`config.mk`:
```
export PLATFORM = sky130hd
export DESIGN_NAME = svmc_ctrl
export DESIGN_NICKNAME = d
export VERILOG_FILES = /design/src/core/svmc_ctrl.v /design/src/core/svmc_filter.v
export VERILOG_INCLUDE_DIRS = /design/src /design/src/core
export SDC_FILE = /design/constraint.sdc
export NUM_CORES = 1
export LEC_CHECK = 0
export BUFFER_PORTS_ARGS = -buffer_cell sky130_fd_sc_hd__buf_2
export CORE_ASPECT_RATIO = 1.1
export CORE_MARGIN = 1
export CORE_UTILIZATION = 58
export DETAILED_ROUTE_END_ITERATION = 8
export GPL_TIMING_DRIVEN = 0
export MAX_ROUTING_LAYER = met4
export PLACE_DENSITY = 0.81
export SLEW_MARGIN = 20
export SYNTH_ARGS = -nofsm -noshare
export SYNTH_HDL_FRONTEND = slang
export SYNTH_HIERARCHICAL = 1
export SYNTH_SLANG_ARGS = --single-unit
```
`constraint.sdc`:
```
create_clock -name clk -period 4.6 [get_ports clk]
set_input_delay 0.92 -clock clk [delete_from_list [all_inputs] [get_ports clk]]
set_output_delay 0.92 -clock clk [all_outputs]
set_load 0.005 [all_outputs]
```
`src/core/svmc_map.vh`:
```
// Constants for the supply voltage monitor control block
`ifndef SVMC_MAP_VH
`define SVMC_MAP_VH
`define SVMC_RST_CTRL       1'b0
`define SVMC_RST_FILTER_OFF 1'b1
`define SVMC_RST_DIV        2'h0
`define SVMC_FILT_SAMPLES   2'h2
`define SVMC_OSC_STAGES     3
`define SVMC_SETTLE_W       4
`define SVMC_SETTLE_CYCLES  4'h8
`endif

```
`src/core/svmc_ctrl.v`:
```
// Two supply voltage monitors: control bits, detect flags and request outputs
`timescale 1ns/1ps
`include "svmc_map.vh"
// Overview of operation
// Software sets monitor 1 falling direction for reset
// No interrupt while enables are both off
// Late crossing still sets monitor 1 flag
// Writing 0 clears monitor 1 detect flag
// Software disables monitor 1 filter for stop
// Monitor 1 reset sets its source flag
// Detector 2 compares only when both enabled
// Live detector 2 level shown as status
// Monitor 2 action select: interrupt or reset
// Filter control 0 filters, 1 bypasses
// Software waits three sampling ticks before enabling
// Software sets monitor 2 falling for reset
// Control fields load together while disabled
// Late crossing still sets monitor 2 flag
// Monitor 2 reset sets its source flag
// Monitor interrupts are non-maskable
// Shared vector; flags cleared by writing 0
// Filter issues after two equal samples
// Sampling clock is oscillator over 1/2/4/8
// Filtered monitor 2 ignores direction select
// Detect flags sticky until written 0
// Request only with both enables set
module svmc_ctrl (
  input  wire       clk,                    // System clock, 100 MHz
  input  wire       rst_n,                  // Asynchronous reset, active low
  input  wire       lowspeed_osc_clock,     // Low-speed oscillator, asynchronous
  input  wire       lowspeed_osc_stop,      // 1 stops the low-speed oscillator
  input  wire       mon12_common_en,        // Common enable for monitors 1 and 2
  input  wire       det1_enable,            // Detector 1 enable
  input  wire       det2_enable,            // Detector 2 enable
  input  wire       cmp1_above,             // Comparator: supply above threshold_one
  input  wire       cmp2_above,             // Comparator: supply above threshold_two
  input  wire       mon1_ctrl_we,           // Write strobe for monitor 1 control
  input  wire       mon1_irq_reset_en_wr,   // Write data: interrupt/reset enable
  input  wire       mon1_filter_off_wr,     // Write data: filter bypass
  input  wire       mon1_action_sel_wr,     // Write data: 0 interrupt, 1 reset
  input  wire       mon1_direction_sel_wr,  // Write data: 1 falling, 0 rising
  input  wire [1:0] mon1_sample_div_wr,     // Write data: sampling divide
  input  wire       mon1_flag_we,           // Write strobe for monitor 1 flag
  input  wire       mon1_flag_wr,           // Flag write data; only 0 acts
  input  wire       mon2_ctrl_we,           // Write strobe for monitor 2 control
  input  wire       mon2_irq_reset_en_wr,   // Write data: interrupt/reset enable
  input  wire       mon2_filter_off_wr,     // Write data: filter bypass
  input  wire       mon2_action_sel_wr,     // Write data: 0 interrupt, 1 reset
  input  wire       mon2_direction_sel_wr,  // Write data: 1 falling, 0 rising
  input  wire [1:0] mon2_sample_div_wr,     // Write data: sampling divide
  input  wire       mon2_flag_we,           // Write strobe for monitor 2 flag
  input  wire       mon2_flag_wr,           // Flag write data; only 0 acts
  input  wire       rst_flag_clr,           // Pulse clears both reset-source flags
  output reg        mon1_irq_reset_en,      // Monitor 1 enable readback
  output reg        mon1_filter_off,        // Monitor 1 filter bypass readback
  output reg        mon1_action_sel,        // Monitor 1 action readback
  output reg        mon1_direction_sel,     // Monitor 1 direction readback
  output reg        mon2_irq_reset_en,      // Monitor 2 enable readback
  output reg        mon2_filter_off,        // Monitor 2 filter bypass readback
  output reg        mon2_action_sel,        // Monitor 2 action readback
  output reg        mon2_direction_sel,     // Monitor 2 direction readback
  output reg        mon2_sample_div_lo,     // Monitor 2 divide bit 0 readback
  output reg        mon2_sample_div_hi,     // Monitor 2 divide bit 1 readback
  output reg        mon1_detect_flag,       // Monitor 1 sticky detect
  output reg        mon2_detect_flag,       // Monitor 2 sticky detect
  output reg        det1_level_status,      // Live detector 1 level
  output reg        det2_level_status,      // Live detector 2 level
  output reg        nmi_req,                // Non-maskable interrupt pulse
  output reg        mon_reset_req,          // Internal reset request pulse
  output reg        mon1_reset_source_flag, // Monitor 1 caused a reset
  output reg        mon2_reset_source_flag  // Monitor 2 caused a reset
);
  reg  [1:0] mon1_div;
  reg  [`SVMC_OSC_STAGES-1:0] osc_sync;
  reg        osc_level;
  reg        osc_prev;
  reg        lvl1_prev;
  reg        lvl2_prev;
  wire       osc_tick;
  wire       run1;
  wire       run2;
  wire       lvl1;
  wire       lvl2;
  wire       raw1;
  wire       raw2;
  wire       arm1;
  wire       arm2;
  wire       hit1;
  wire       hit2;
  wire       next_flag1;
  wire       next_flag2;
  wire       fire_int1;
  wire       fire_rst1;
  wire       fire_int2;
  wire       fire_rst2;
  wire [1:0] run_vec;
  wire [1:0] settled;
  genvar     g;

  // Crossing matches the direction select; filtered monitor 2 takes both
  function crossing;
    input prev;
    input now;
    input falling;
    input any_dir;
    begin
      crossing = (prev != now) && (any_dir || (falling ? !now : now));
    end
  endfunction

  assign run1 = mon12_common_en && det1_enable;
  assign run2 = mon12_common_en && det2_enable;

  // Fresh detector output is not trusted until it has settled after enable;
  // otherwise the level step at power-up would count as a crossing
  assign run_vec = {run2, run1};
  generate
    for (g = 0; g < 2; g = g + 1) begin : g_settle
      reg [`SVMC_SETTLE_W-1:0] settle_cnt;
      always @(posedge clk or negedge rst_n) begin
        if (!rst_n) begin
          settle_cnt <= `SVMC_SETTLE_CYCLES;
        end else if (!run_vec[g]) begin
          settle_cnt <= `SVMC_SETTLE_CYCLES;
        end else if (settle_cnt != {`SVMC_SETTLE_W{1'b0}}) begin
          settle_cnt <= settle_cnt - {{(`SVMC_SETTLE_W-1){1'b0}}, 1'b1};
        end
      end
      assign settled[g] = (settle_cnt == {`SVMC_SETTLE_W{1'b0}});
    end
  endgenerate

  // Rising oscillator edges become one-cycle ticks; a stopped oscillator gives none
  always @(posedge clk or negedge rst_n) begin
    if (!rst_n) begin
      osc_sync  <= {`SVMC_OSC_STAGES{1'b0}};
      osc_level <= 1'b0;
      osc_prev  <= 1'b0;
    end else begin
      osc_sync <= {osc_sync[`SVMC_OSC_STAGES-2:0], lowspeed_osc_clock};
      if (osc_sync[1] == osc_sync[2]) begin
        osc_level <= osc_sync[2];
      end
      osc_prev <= osc_level;
    end
  end
  assign osc_tick = osc_level && !osc_prev && !lowspeed_osc_stop;

  svmc_filter u_filt1 (
    .clk        (clk),
    .rst_n      (rst_n),
    .cmp_in     (cmp1_above),
    .osc_tick   (osc_tick),
    .div_sel    (mon1_div),
    .filter_off (mon1_filter_off),
    .run        (run1),
    .level      (lvl1),
    .cmp_sync   (raw1)
  );

  svmc_filter u_filt2 (
    .clk        (clk),
    .rst_n      (rst_n),
    .cmp_in     (cmp2_above),
    .osc_tick   (osc_tick),
    .div_sel    ({mon2_sample_div_hi, mon2_sample_div_lo}),
    .filter_off (mon2_filter_off),
    .run        (run2),
    .level      (lvl2),
    .cmp_sync   (raw2)
  );

  // Control fields; select fields change only while the monitor is disabled
  always @(posedge clk or negedge rst_n) begin
    if (!rst_n) begin
      mon1_irq_reset_en  <= `SVMC_RST_CTRL;
      mon1_filter_off    <= `SVMC_RST_FILTER_OFF;
      mon1_action_sel    <= `SVMC_RST_CTRL;
      mon1_direction_sel <= `SVMC_RST_CTRL;
      mon1_div           <= `SVMC_RST_DIV;
      mon2_irq_reset_en  <= `SVMC_RST_CTRL;
      mon2_filter_off    <= `SVMC_RST_FILTER_OFF;
      mon2_action_sel    <= `SVMC_RST_CTRL;
      mon2_direction_sel <= `SVMC_RST_CTRL;
      mon2_sample_div_lo <= `SVMC_RST_CTRL;
      mon2_sample_div_hi <= `SVMC_RST_CTRL;
    end else begin
      if (mon1_ctrl_we) begin
        mon1_irq_reset_en <= mon1_irq_reset_en_wr;
        if (!mon1_irq_reset_en) begin
          mon1_filter_off    <= mon1_filter_off_wr;
          mon1_action_sel    <= mon1_action_sel_wr;
          mon1_direction_sel <= mon1_direction_sel_wr;
          mon1_div           <= mon1_sample_div_wr;
        end
      end
      if (mon2_ctrl_we) begin
        mon2_irq_reset_en <= mon2_irq_reset_en_wr;
        if (!mon2_irq_reset_en) begin
          mon2_filter_off    <= mon2_filter_off_wr;
          mon2_action_sel    <= mon2_action_sel_wr;
          mon2_direction_sel <= mon2_direction_sel_wr;
          mon2_sample_div_lo <= mon2_sample_div_wr[0];
          mon2_sample_div_hi <= mon2_sample_div_wr[1];
        end
      end
    end
  end

  // A level step seen once the running detector has settled counts as a crossing if its direction passes the check above
  always @(posedge clk or negedge rst_n) begin
    if (!rst_n) begin
      lvl1_prev <= 1'b0;
      lvl2_prev <= 1'b0;
    end else begin
      lvl1_prev <= lvl1;
      lvl2_prev <= lvl2;
    end
  end

  // Armed only once the detector and the request enable are both on
  assign arm1 = run1 && mon1_irq_reset_en;
  assign arm2 = run2 && mon2_irq_reset_en;
  // Flags also catch crossings while the enable is still off
  // Limitation: a filtered monitor may still report one edge after enable,
  // since its level only moves after three samples; software clears it
  assign hit1 = run1 && settled[0] &&
                crossing(lvl1_prev, lvl1, mon1_direction_sel, 1'b0);
  assign hit2 = run2 && settled[1] &&
                crossing(lvl2_prev, lvl2, mon2_direction_sel,
                         !mon2_filter_off);

  // Set wins over a software clear in the same cycle
  assign next_flag1 = hit1 ? 1'b1 :
                      ((mon1_flag_we && !mon1_flag_wr) ? 1'b0 : mon1_detect_flag);
  assign next_flag2 = hit2 ? 1'b1 :
                      ((mon2_flag_we && !mon2_flag_wr) ? 1'b0 : mon2_detect_flag);

  always @(posedge clk or negedge rst_n) begin
    if (!rst_n) begin
      mon1_detect_flag  <= 1'b0;
      mon2_detect_flag  <= 1'b0;
      det1_level_status <= 1'b0;
      det2_level_status <= 1'b0;
    end else begin
      mon1_detect_flag  <= next_flag1;
      mon2_detect_flag  <= next_flag2;
      det1_level_status <= run1 && raw1;
      det2_level_status <= run2 && raw2;
    end
  end

  // Each request decoded once, shared by the pulse and the source flag
  assign fire_int1 = hit1 && arm1 && !mon1_action_sel;
  assign fire_rst1 = hit1 && arm1 && mon1_action_sel;
  assign fire_int2 = hit2 && arm2 && !mon2_action_sel;
  assign fire_rst2 = hit2 && arm2 && mon2_action_sel;

  // Requests: one shared non-maskable line, no mask exists to stop it
  always @(posedge clk or negedge rst_n) begin
    if (!rst_n) begin
      nmi_req                <= 1'b0;
      mon_reset_req          <= 1'b0;
      mon1_reset_source_flag <= 1'b0;
      mon2_reset_source_flag <= 1'b0;
    end else begin
      nmi_req       <= fire_int1 || fire_int2;
      mon_reset_req <= fire_rst1 || fire_rst2;
      if (fire_rst1) begin
        mon1_reset_source_flag <= 1'b1;
      end else if (rst_flag_clr) begin
        mon1_reset_source_flag <= 1'b0;
      end
      if (fire_rst2) begin
        mon2_reset_source_flag <= 1'b1;
      end else if (rst_flag_clr) begin
        mon2_reset_source_flag <= 1'b0;
      end
    end
  end
endmodule // svmc_ctrl

```
`src/core/svmc_filter.v`:
```
// Per-monitor comparator synchroniser, sampling-tick divider and digital filter
`timescale 1ns/1ps
`include "svmc_map.vh"
module svmc_filter (
  input  wire       clk,          // System clock
  input  wire       rst_n,        // Asynchronous reset, active low
  input  wire       cmp_in,       // Raw comparator level, asynchronous
  input  wire       osc_tick,     // One pulse per low-speed oscillator cycle
  input  wire [1:0] div_sel,      // Sampling divide: 1, 2, 4 or 8
  input  wire       filter_off,   // 1 bypasses the filter
  input  wire       run,          // Detector powered and enabled
  output reg        level,        // Qualified comparator level
  output wire       cmp_sync      // Synchronised raw level
);
  reg  [2:0] sync;
  reg  [2:0] div_cnt;
  reg        samp_a;
  reg        samp_b;
  reg        sync_level;
  wire [2:0] div_mask;
  wire       samp_tick;

  // Three stages; the level moves only when stages two and three agree
  always @(posedge clk or negedge rst_n) begin
    if (!rst_n) begin
      sync       <= 3'h0;
      sync_level <= 1'b0;
    end else begin
      sync <= {sync[1:0], cmp_in};
      if (sync[1] == sync[2]) begin
        sync_level <= sync[2];
      end
    end
  end
  assign cmp_sync = sync_level;

  assign div_mask  = (3'h1 << div_sel) - 3'h1;
  assign samp_tick = osc_tick && ((div_cnt & div_mask) == 3'h0);

  always @(posedge clk or negedge rst_n) begin
    if (!rst_n) begin
      div_cnt <= 3'h0;
    end else if (osc_tick) begin
      div_cnt <= div_cnt + 3'h1;
    end
  end

  // Two equal samples, then the level follows at the next tick
  always @(posedge clk or negedge rst_n) begin
    if (!rst_n) begin
      samp_a <= 1'b0;
      samp_b <= 1'b0;
      level  <= 1'b0;
    end else if (!run) begin
      samp_a <= 1'b0;
      samp_b <= 1'b0;
      level  <= 1'b0;
    end else if (filter_off) begin
      samp_a <= sync_level;
      samp_b <= sync_level;
      level  <= sync_level;
    end else if (samp_tick) begin
      samp_a <= sync_level;
      samp_b <= samp_a;
      if (samp_a == samp_b) begin
        level <= samp_b;
      end
    end
  end
endmodule // svmc_filter

```
# ---- After elaboration in Yosys (flattened, before gate mapping)
# Cells that the tools add are included.
dict set report word_totals {
  reg_bits 55
  in_bits 28
  out_inout_bits 18
}
dict set report classes {
  addsub 6
  n_eq_ne 13
  shift 2
  n_mux 33
  n_bitwise 4
  n_reduce_logical 50
}
# cell n
set ops {}
lappend ops {{1-bit 2-to-1 mux} 29}
lappend ops {{1-bit logical AND} 24}
lappend ops {{4-bit 2-to-1 mux} 4}
lappend ops {{3-bit by 2-bit inequality test with 1-bit output (second input constant)} 4}
lappend ops {{1-bit logical NOT} 9}
lappend ops {{4-bit logical NOT} 2}
lappend ops {{2-bit AND reduction} 4}
lappend ops {{2-bit nonzero test} 4}
lappend ops {{4-bit nonzero test} 2}
lappend ops {{4-bit by 1-bit subtractor with 4-bit output (second input constant)} 2}
lappend ops {{3-bit by 1-bit adder with 3-bit output (second input constant)} 2}
lappend ops {{3-bit bitwise AND} 2}
lappend ops {{3-bit logical NOT} 2}
lappend ops {{1-bit by 2-bit << shifter with 3-bit output (first input constant)} 2}
lappend ops {{3-bit by 1-bit subtractor with 3-bit output (second input constant)} 2}
lappend ops {{1-bit equality test} 5}
lappend ops {{2-bit by 1-bit inequality test with 1-bit output (second input constant)} 2}
lappend ops {{1-bit logical OR} 3}
lappend ops {{1-bit inequality test} 2}
lappend ops {{1-bit NOT} 2}

# ---- Longest topological paths before layout
dict set report logic_depth {
  word_depth 8
  mapped_depth 6
  mapped_depth_nobuf 6
}

# ---- By module
# Netlist, hierarchy kept.
# module instances cells_each area_per_inst_um2
set by_module_without_submodules {}
lappend by_module_without_submodules {svmc_ctrl 1 111 1446.4}
lappend by_module_without_submodules {svmc_filter 2 36 429.2}

# ---- Least setup slack after synthesis
# OpenSTA, ideal clock, no wires.
dict set report synth_path {
  path_type {input -> register}
  startpoint {input port lowspeed_osc_stop}
  endpoint {register u_filt1.level}
  setup_time_ns 0.120
  arrival_time_ns 2.171
  required_time_ns 4.480
  setup_slack_ns 2.309
  cell_stages 4
  path_buffers 0
  path_cell_list {nor3b_1 > o211ai_2 > mux2i_1 > and3_1}
}
dict set report synth_via {
  elab_chain_len 5
}
# item line
set synth_rtl {}
lappend synth_rtl {{start, declared} svmc_ctrl.v:31} ;# input wire lowspeed_osc_stop,
lappend synth_rtl {{1-bit logical NOT} svmc_ctrl.v:147} ;# assign osc_tick = osc_level && !osc_prev && !lowspeed_osc_stop;
lappend synth_rtl {{1-bit logical AND} svmc_ctrl.v:147}
lappend synth_rtl {{1-bit logical AND} svmc_filter.v:38} ;# assign samp_tick = osc_tick && ((div_cnt & div_mask) == 3'h0);
lappend synth_rtl {{3-bit by 2-bit inequality test with 1-bit output (no source line)} --}
lappend synth_rtl {{2-bit AND reduction (no source line)} --}
lappend synth_rtl {{end signal, assigned} svmc_filter.v:61} ;# level <= sync_level;
lappend synth_rtl {{end signal, assigned} svmc_filter.v:66} ;# level <= samp_b;
lappend synth_rtl {{end, declared} svmc_filter.v:12} ;# output reg level,
# Every way passes these cells.
# A chain may end at the register's enable or synchronous reset.

# ---- Final worst setup path
dict set report layout_path {
  startpoint {register mon2_filter_off}
  endpoint {output port mon2_filter_off}
}
# item line
set layout_lines {}
lappend layout_lines {{start, declared} svmc_ctrl.v:59} ;# output reg mon2_filter_off,
lappend layout_lines {{start signal, assigned} svmc_ctrl.v:182} ;# mon2_filter_off <= `SVMC_RST_FILTER_OFF;
lappend layout_lines {{start signal, assigned} svmc_ctrl.v:200} ;# mon2_filter_off <= mon2_filter_off_wr;
# No word-level cell between the ends.

==> summary.txt <==
Timing
  – Setup tns final: 0 ns
  – Hold WS: 0.3548 ns
  – Worst slew pin tran: 0.6597 ns
  – Count of final setup violators: 0
  – Slew HR: 56.02%
  – Clk_skew: 0.01123 ns
  – Setup repair after global routing missed its margin: no
  – Count of final hold-check violations: 0
  – Fin. max-slew vios: 0
  – Fin crit period: 1.921 ns
  – Final worst setup slack: 2.679 ns
  – Max Freq: 0.5206 GHz
  – Final period utilization: 41.76%

Setup path
  – Crit-path max cell delay: 0.58 ns
  – WP data arrival: 1.00 ns
  – Crit path depth: 1
  – Crit path kind: reg2out
  – CP Capture Type: output pin
  – Crit path buf inv count: 1
  – Slowest-stage cell, CP: dfstp_2
  – Critical path cell sequence: buf_2
  – Critical Path Fanout Max: 6
  – Setup crit start kind: flip-flop
  – Reg2reg path depth: 4
  – CP required: 3.68 ns
  – Family with the most delay on the worst path: flip-flops

Global route
  – Total track usage: 20.99%
  – Number of global-route vias before repair: 1,477
  – Total grt overflow: 0
  – Initial antenna violation count: 0
  – Largest net degree at the start of global routing: 56
  – First-pass GRT wire length: 6410 um

Clock tree
  – Setup Buffers After CTS: 0
  – Clock buffer count from CTS: 5
  – CTS tree: yes
  – Hold-fix buffers at CTS: 0
  – H-tree Lvls: 2
  – Clock transition at the registers of the reported paths: 0.09 ns
  – Clock Tree Buf Depth: 2
  – Clk_lat worst skew: 0.30 ns
  – Clk sink count: 55
  – Root Buffer: clkbuf_8
  – CTS resizes: 0

Floorplanning
  – IO Pins: 46
  – Die W: 62.11 um
  – Initial core utilization: 62.08%
  – Core Region: 0.003712 sq mm
  – Number of cell rows: 23
  – Die Y: 68.12 um
  – Die area: 0.004230 sq mm

Power and ir drop
  – Pwr per Cell Area: 393.2 mW/mm^2
  – Sw Pwr: 288.4 uW
  – Sequential share of power: 58.2%
  – Worst VDD drop: 0.2941 mV
  – Combinational fraction of design power: 18.1%
  – Leakage: 1.308 nW
  – Clock share of power: 23.6%
  – Sw frac: 27.36%
  – Internal: 765.9 uW

Drt
  – Initial DRC count: 41
  – First-pass DRT Iterations: 4
  – Vias: 1,532
  – Routed Wire Length: 3817 um
  – Number of remaining DRC errors: 0
  – Post-DR wirelength/cell: 13.35 um
  – Antenna viol nets, final: 0
  – DR vias/cell: 5.357

Final layout
  – Fill cells: 266
  – Nets: 267
  – Layout cells sized above 1: 32.20%
  – Antenna Cells: 0
  – Layout area overhead: 16.34%

Place
  – Hpwl dp: 2835 um
  – DP Worst Slack: 1.921 ns
  – Port bufs: 45
  – Routability Congestion: 0.7198

Yosys
  – Cell taking the most area after synthesis: dfrtp_1
  – Primary FF master, synth: dfrtp_1
  – EDFF count, synth: 0
  – Library cells used by synthesis: 37
  – Yosys warnings: 6
  – Ranking of synthesized cells by area: dfrtp_1, mux2_2, dfstp_2, inv_1, ha_1
  – Async SR Flop Fraction: 100.0%
  – Post-synth top area share: 55.37%
  – Syn_nets: 215
  – Synth Register Bits: 55
  – Sequential element share of the synthesized area: 59.93%
  – Syn Std Cell Area: 0.002305 sq mm
  – Mean Syn Cell Area: 12.59 sq um
  – Gate Count Post-Synth: 183

Hold path
  – Min-delay worst type: reg2reg
  – Hold path cells: 0

Outcome
  – Status: completed

Run
  – Max-cap viol count: 0
==> per-layer routing <==
metal / vias up / wire length (um) / global-route usage, %
met5: - / 0 / -
met4: 0 / 69 / 11.34
met3: 8 / 150 / 5.667
met2: 38 / 1854 / 33.24
met1: 742 / 1743 / 25.03
li1: 744 / - / -
==> synth_stat cells (3+ instances only) <==
library cell  number
dfrtp_1           51
inv_1             14
mux2_2            12
nand2_1           11
nor2_1             7
a21oi_1            6
nand2b_1           6
nor2b_1            6
o21ai_1            6
and3_1             4
dfstp_2            4
ha_1               4
mux2i_1            4
nor3b_1            4
o21ai_0            4
xnor2_1            4
maj3_1             3
mux2_1             3
==> power groups by stage <==
stage	registers, mW	logic [mW]	clock network [mW]
after floorplan	0.611	0.130	0
after global placement	0.620	0.181	0
after detailed placement	0.623	0.192	0
after CTS	0.614	0.194	0.259
after global routing	0.624	0.216	0.278
final	0.614	0.191	0.249
==> through the flow <==
stage	total power [mW]	utilization, %	instances	area (sq um)
4_1_cts	1.068	72.09	286	2676
5_1_grt	1.118	72.23	286	2681
3_3_place_gp	0.8008	69.83	278	2592
2_1_floorplan	0.7408	-	183	2305
3_5_place_dp	0.8147	69.90	278	2595
6_report	1.054	72.23	286	2681
==> final timing paths <==
kind	startpoint	end	slack [ns]
worst max-delay path	mon2_filter_off$_DFFE_PN1P_	mon2_filter_off	2.68
worst min register to register	u_filt2/sync[0]$_DFF_PN0_	u_filt2/sync[1]$_DFF_PN0_	0.35
min in group asynchronous	rst_n	mon1_direction_sel$_DFFE_PN0P_	0.63
worst max register to register	osc_prev$_DFF_PN0_	u_filt1/samp_a$_DFFE_PN0P_	2.98
max in group asynchronous	rst_n	g_settle[1].settle_cnt[1]$_DFFE_PN0P_	3.52
worst min-delay path	u_filt2/sync[0]$_DFF_PN0_	u_filt2/sync[1]$_DFF_PN0_	0.35
==> state kept, by name, indices dropped and copies added, names as in the netlist, 2 cells and up <==
register and flops:
g_settle.settle_cnt 8, mon1_div 2, osc_sync 3, u_filt1/div_cnt 3, u_filt1/sync 3, u_filt2/div_cnt 3, u_filt2/sync 3
==> final cells by class <==
class	count	area (sq um)	area share, %
clock buffer	7	76.32	2.846
clock inverter	1	5.005	0.1867
inverter	14	52.55	1.960
multi-input combinational	114	875.8	32.66
sequential	55	1381	51.52
tap	50	62.56	2.333
timing repair buffer	45	227.7	8.493
==> cells in the final DEF (no fill, tap or decap), drive strengths merged <==
cell	n
a211oi	2
a21oi	6
a22oi	1
a2bb2oi	2
and2	1
and3	4
and3b	1
buf	45
clkbuf	7
clkinv	1
dfrtp	51
dfstp	4
ha	4
inv	14
maj3	3
mux2	15
mux2i	4
nand2	11
nand2b	6
nand3	2
nand3b	1
nand4	1
nand4b	1
nor2	7
nor2b	8
nor3b	6
o2111ai	2
o211ai	3
o21ai	10
o21bai	2
o22ai	1
o31ai	2
or3	2
xnor2	4
xor2	2
==> cell families (layout without fill, tap and decap cells) <==
logic type | after synthesis | in the layout | synth area share (%)
and+or+nand+nor | 51 | 51 | 13.57
adders and majority gates | 7 | 7 | 3.475
xor gates and xnor gates | 6 | 6 | 2.280
AOI/OAI and AO/OA | 31 | 31 | 9.392
DFF | 55 | 55 | 59.93
buffers and inverters | 14 | 67 | 2.280
muxes | 19 | 19 | 9.066
Power figures use the tool's default switching activity.
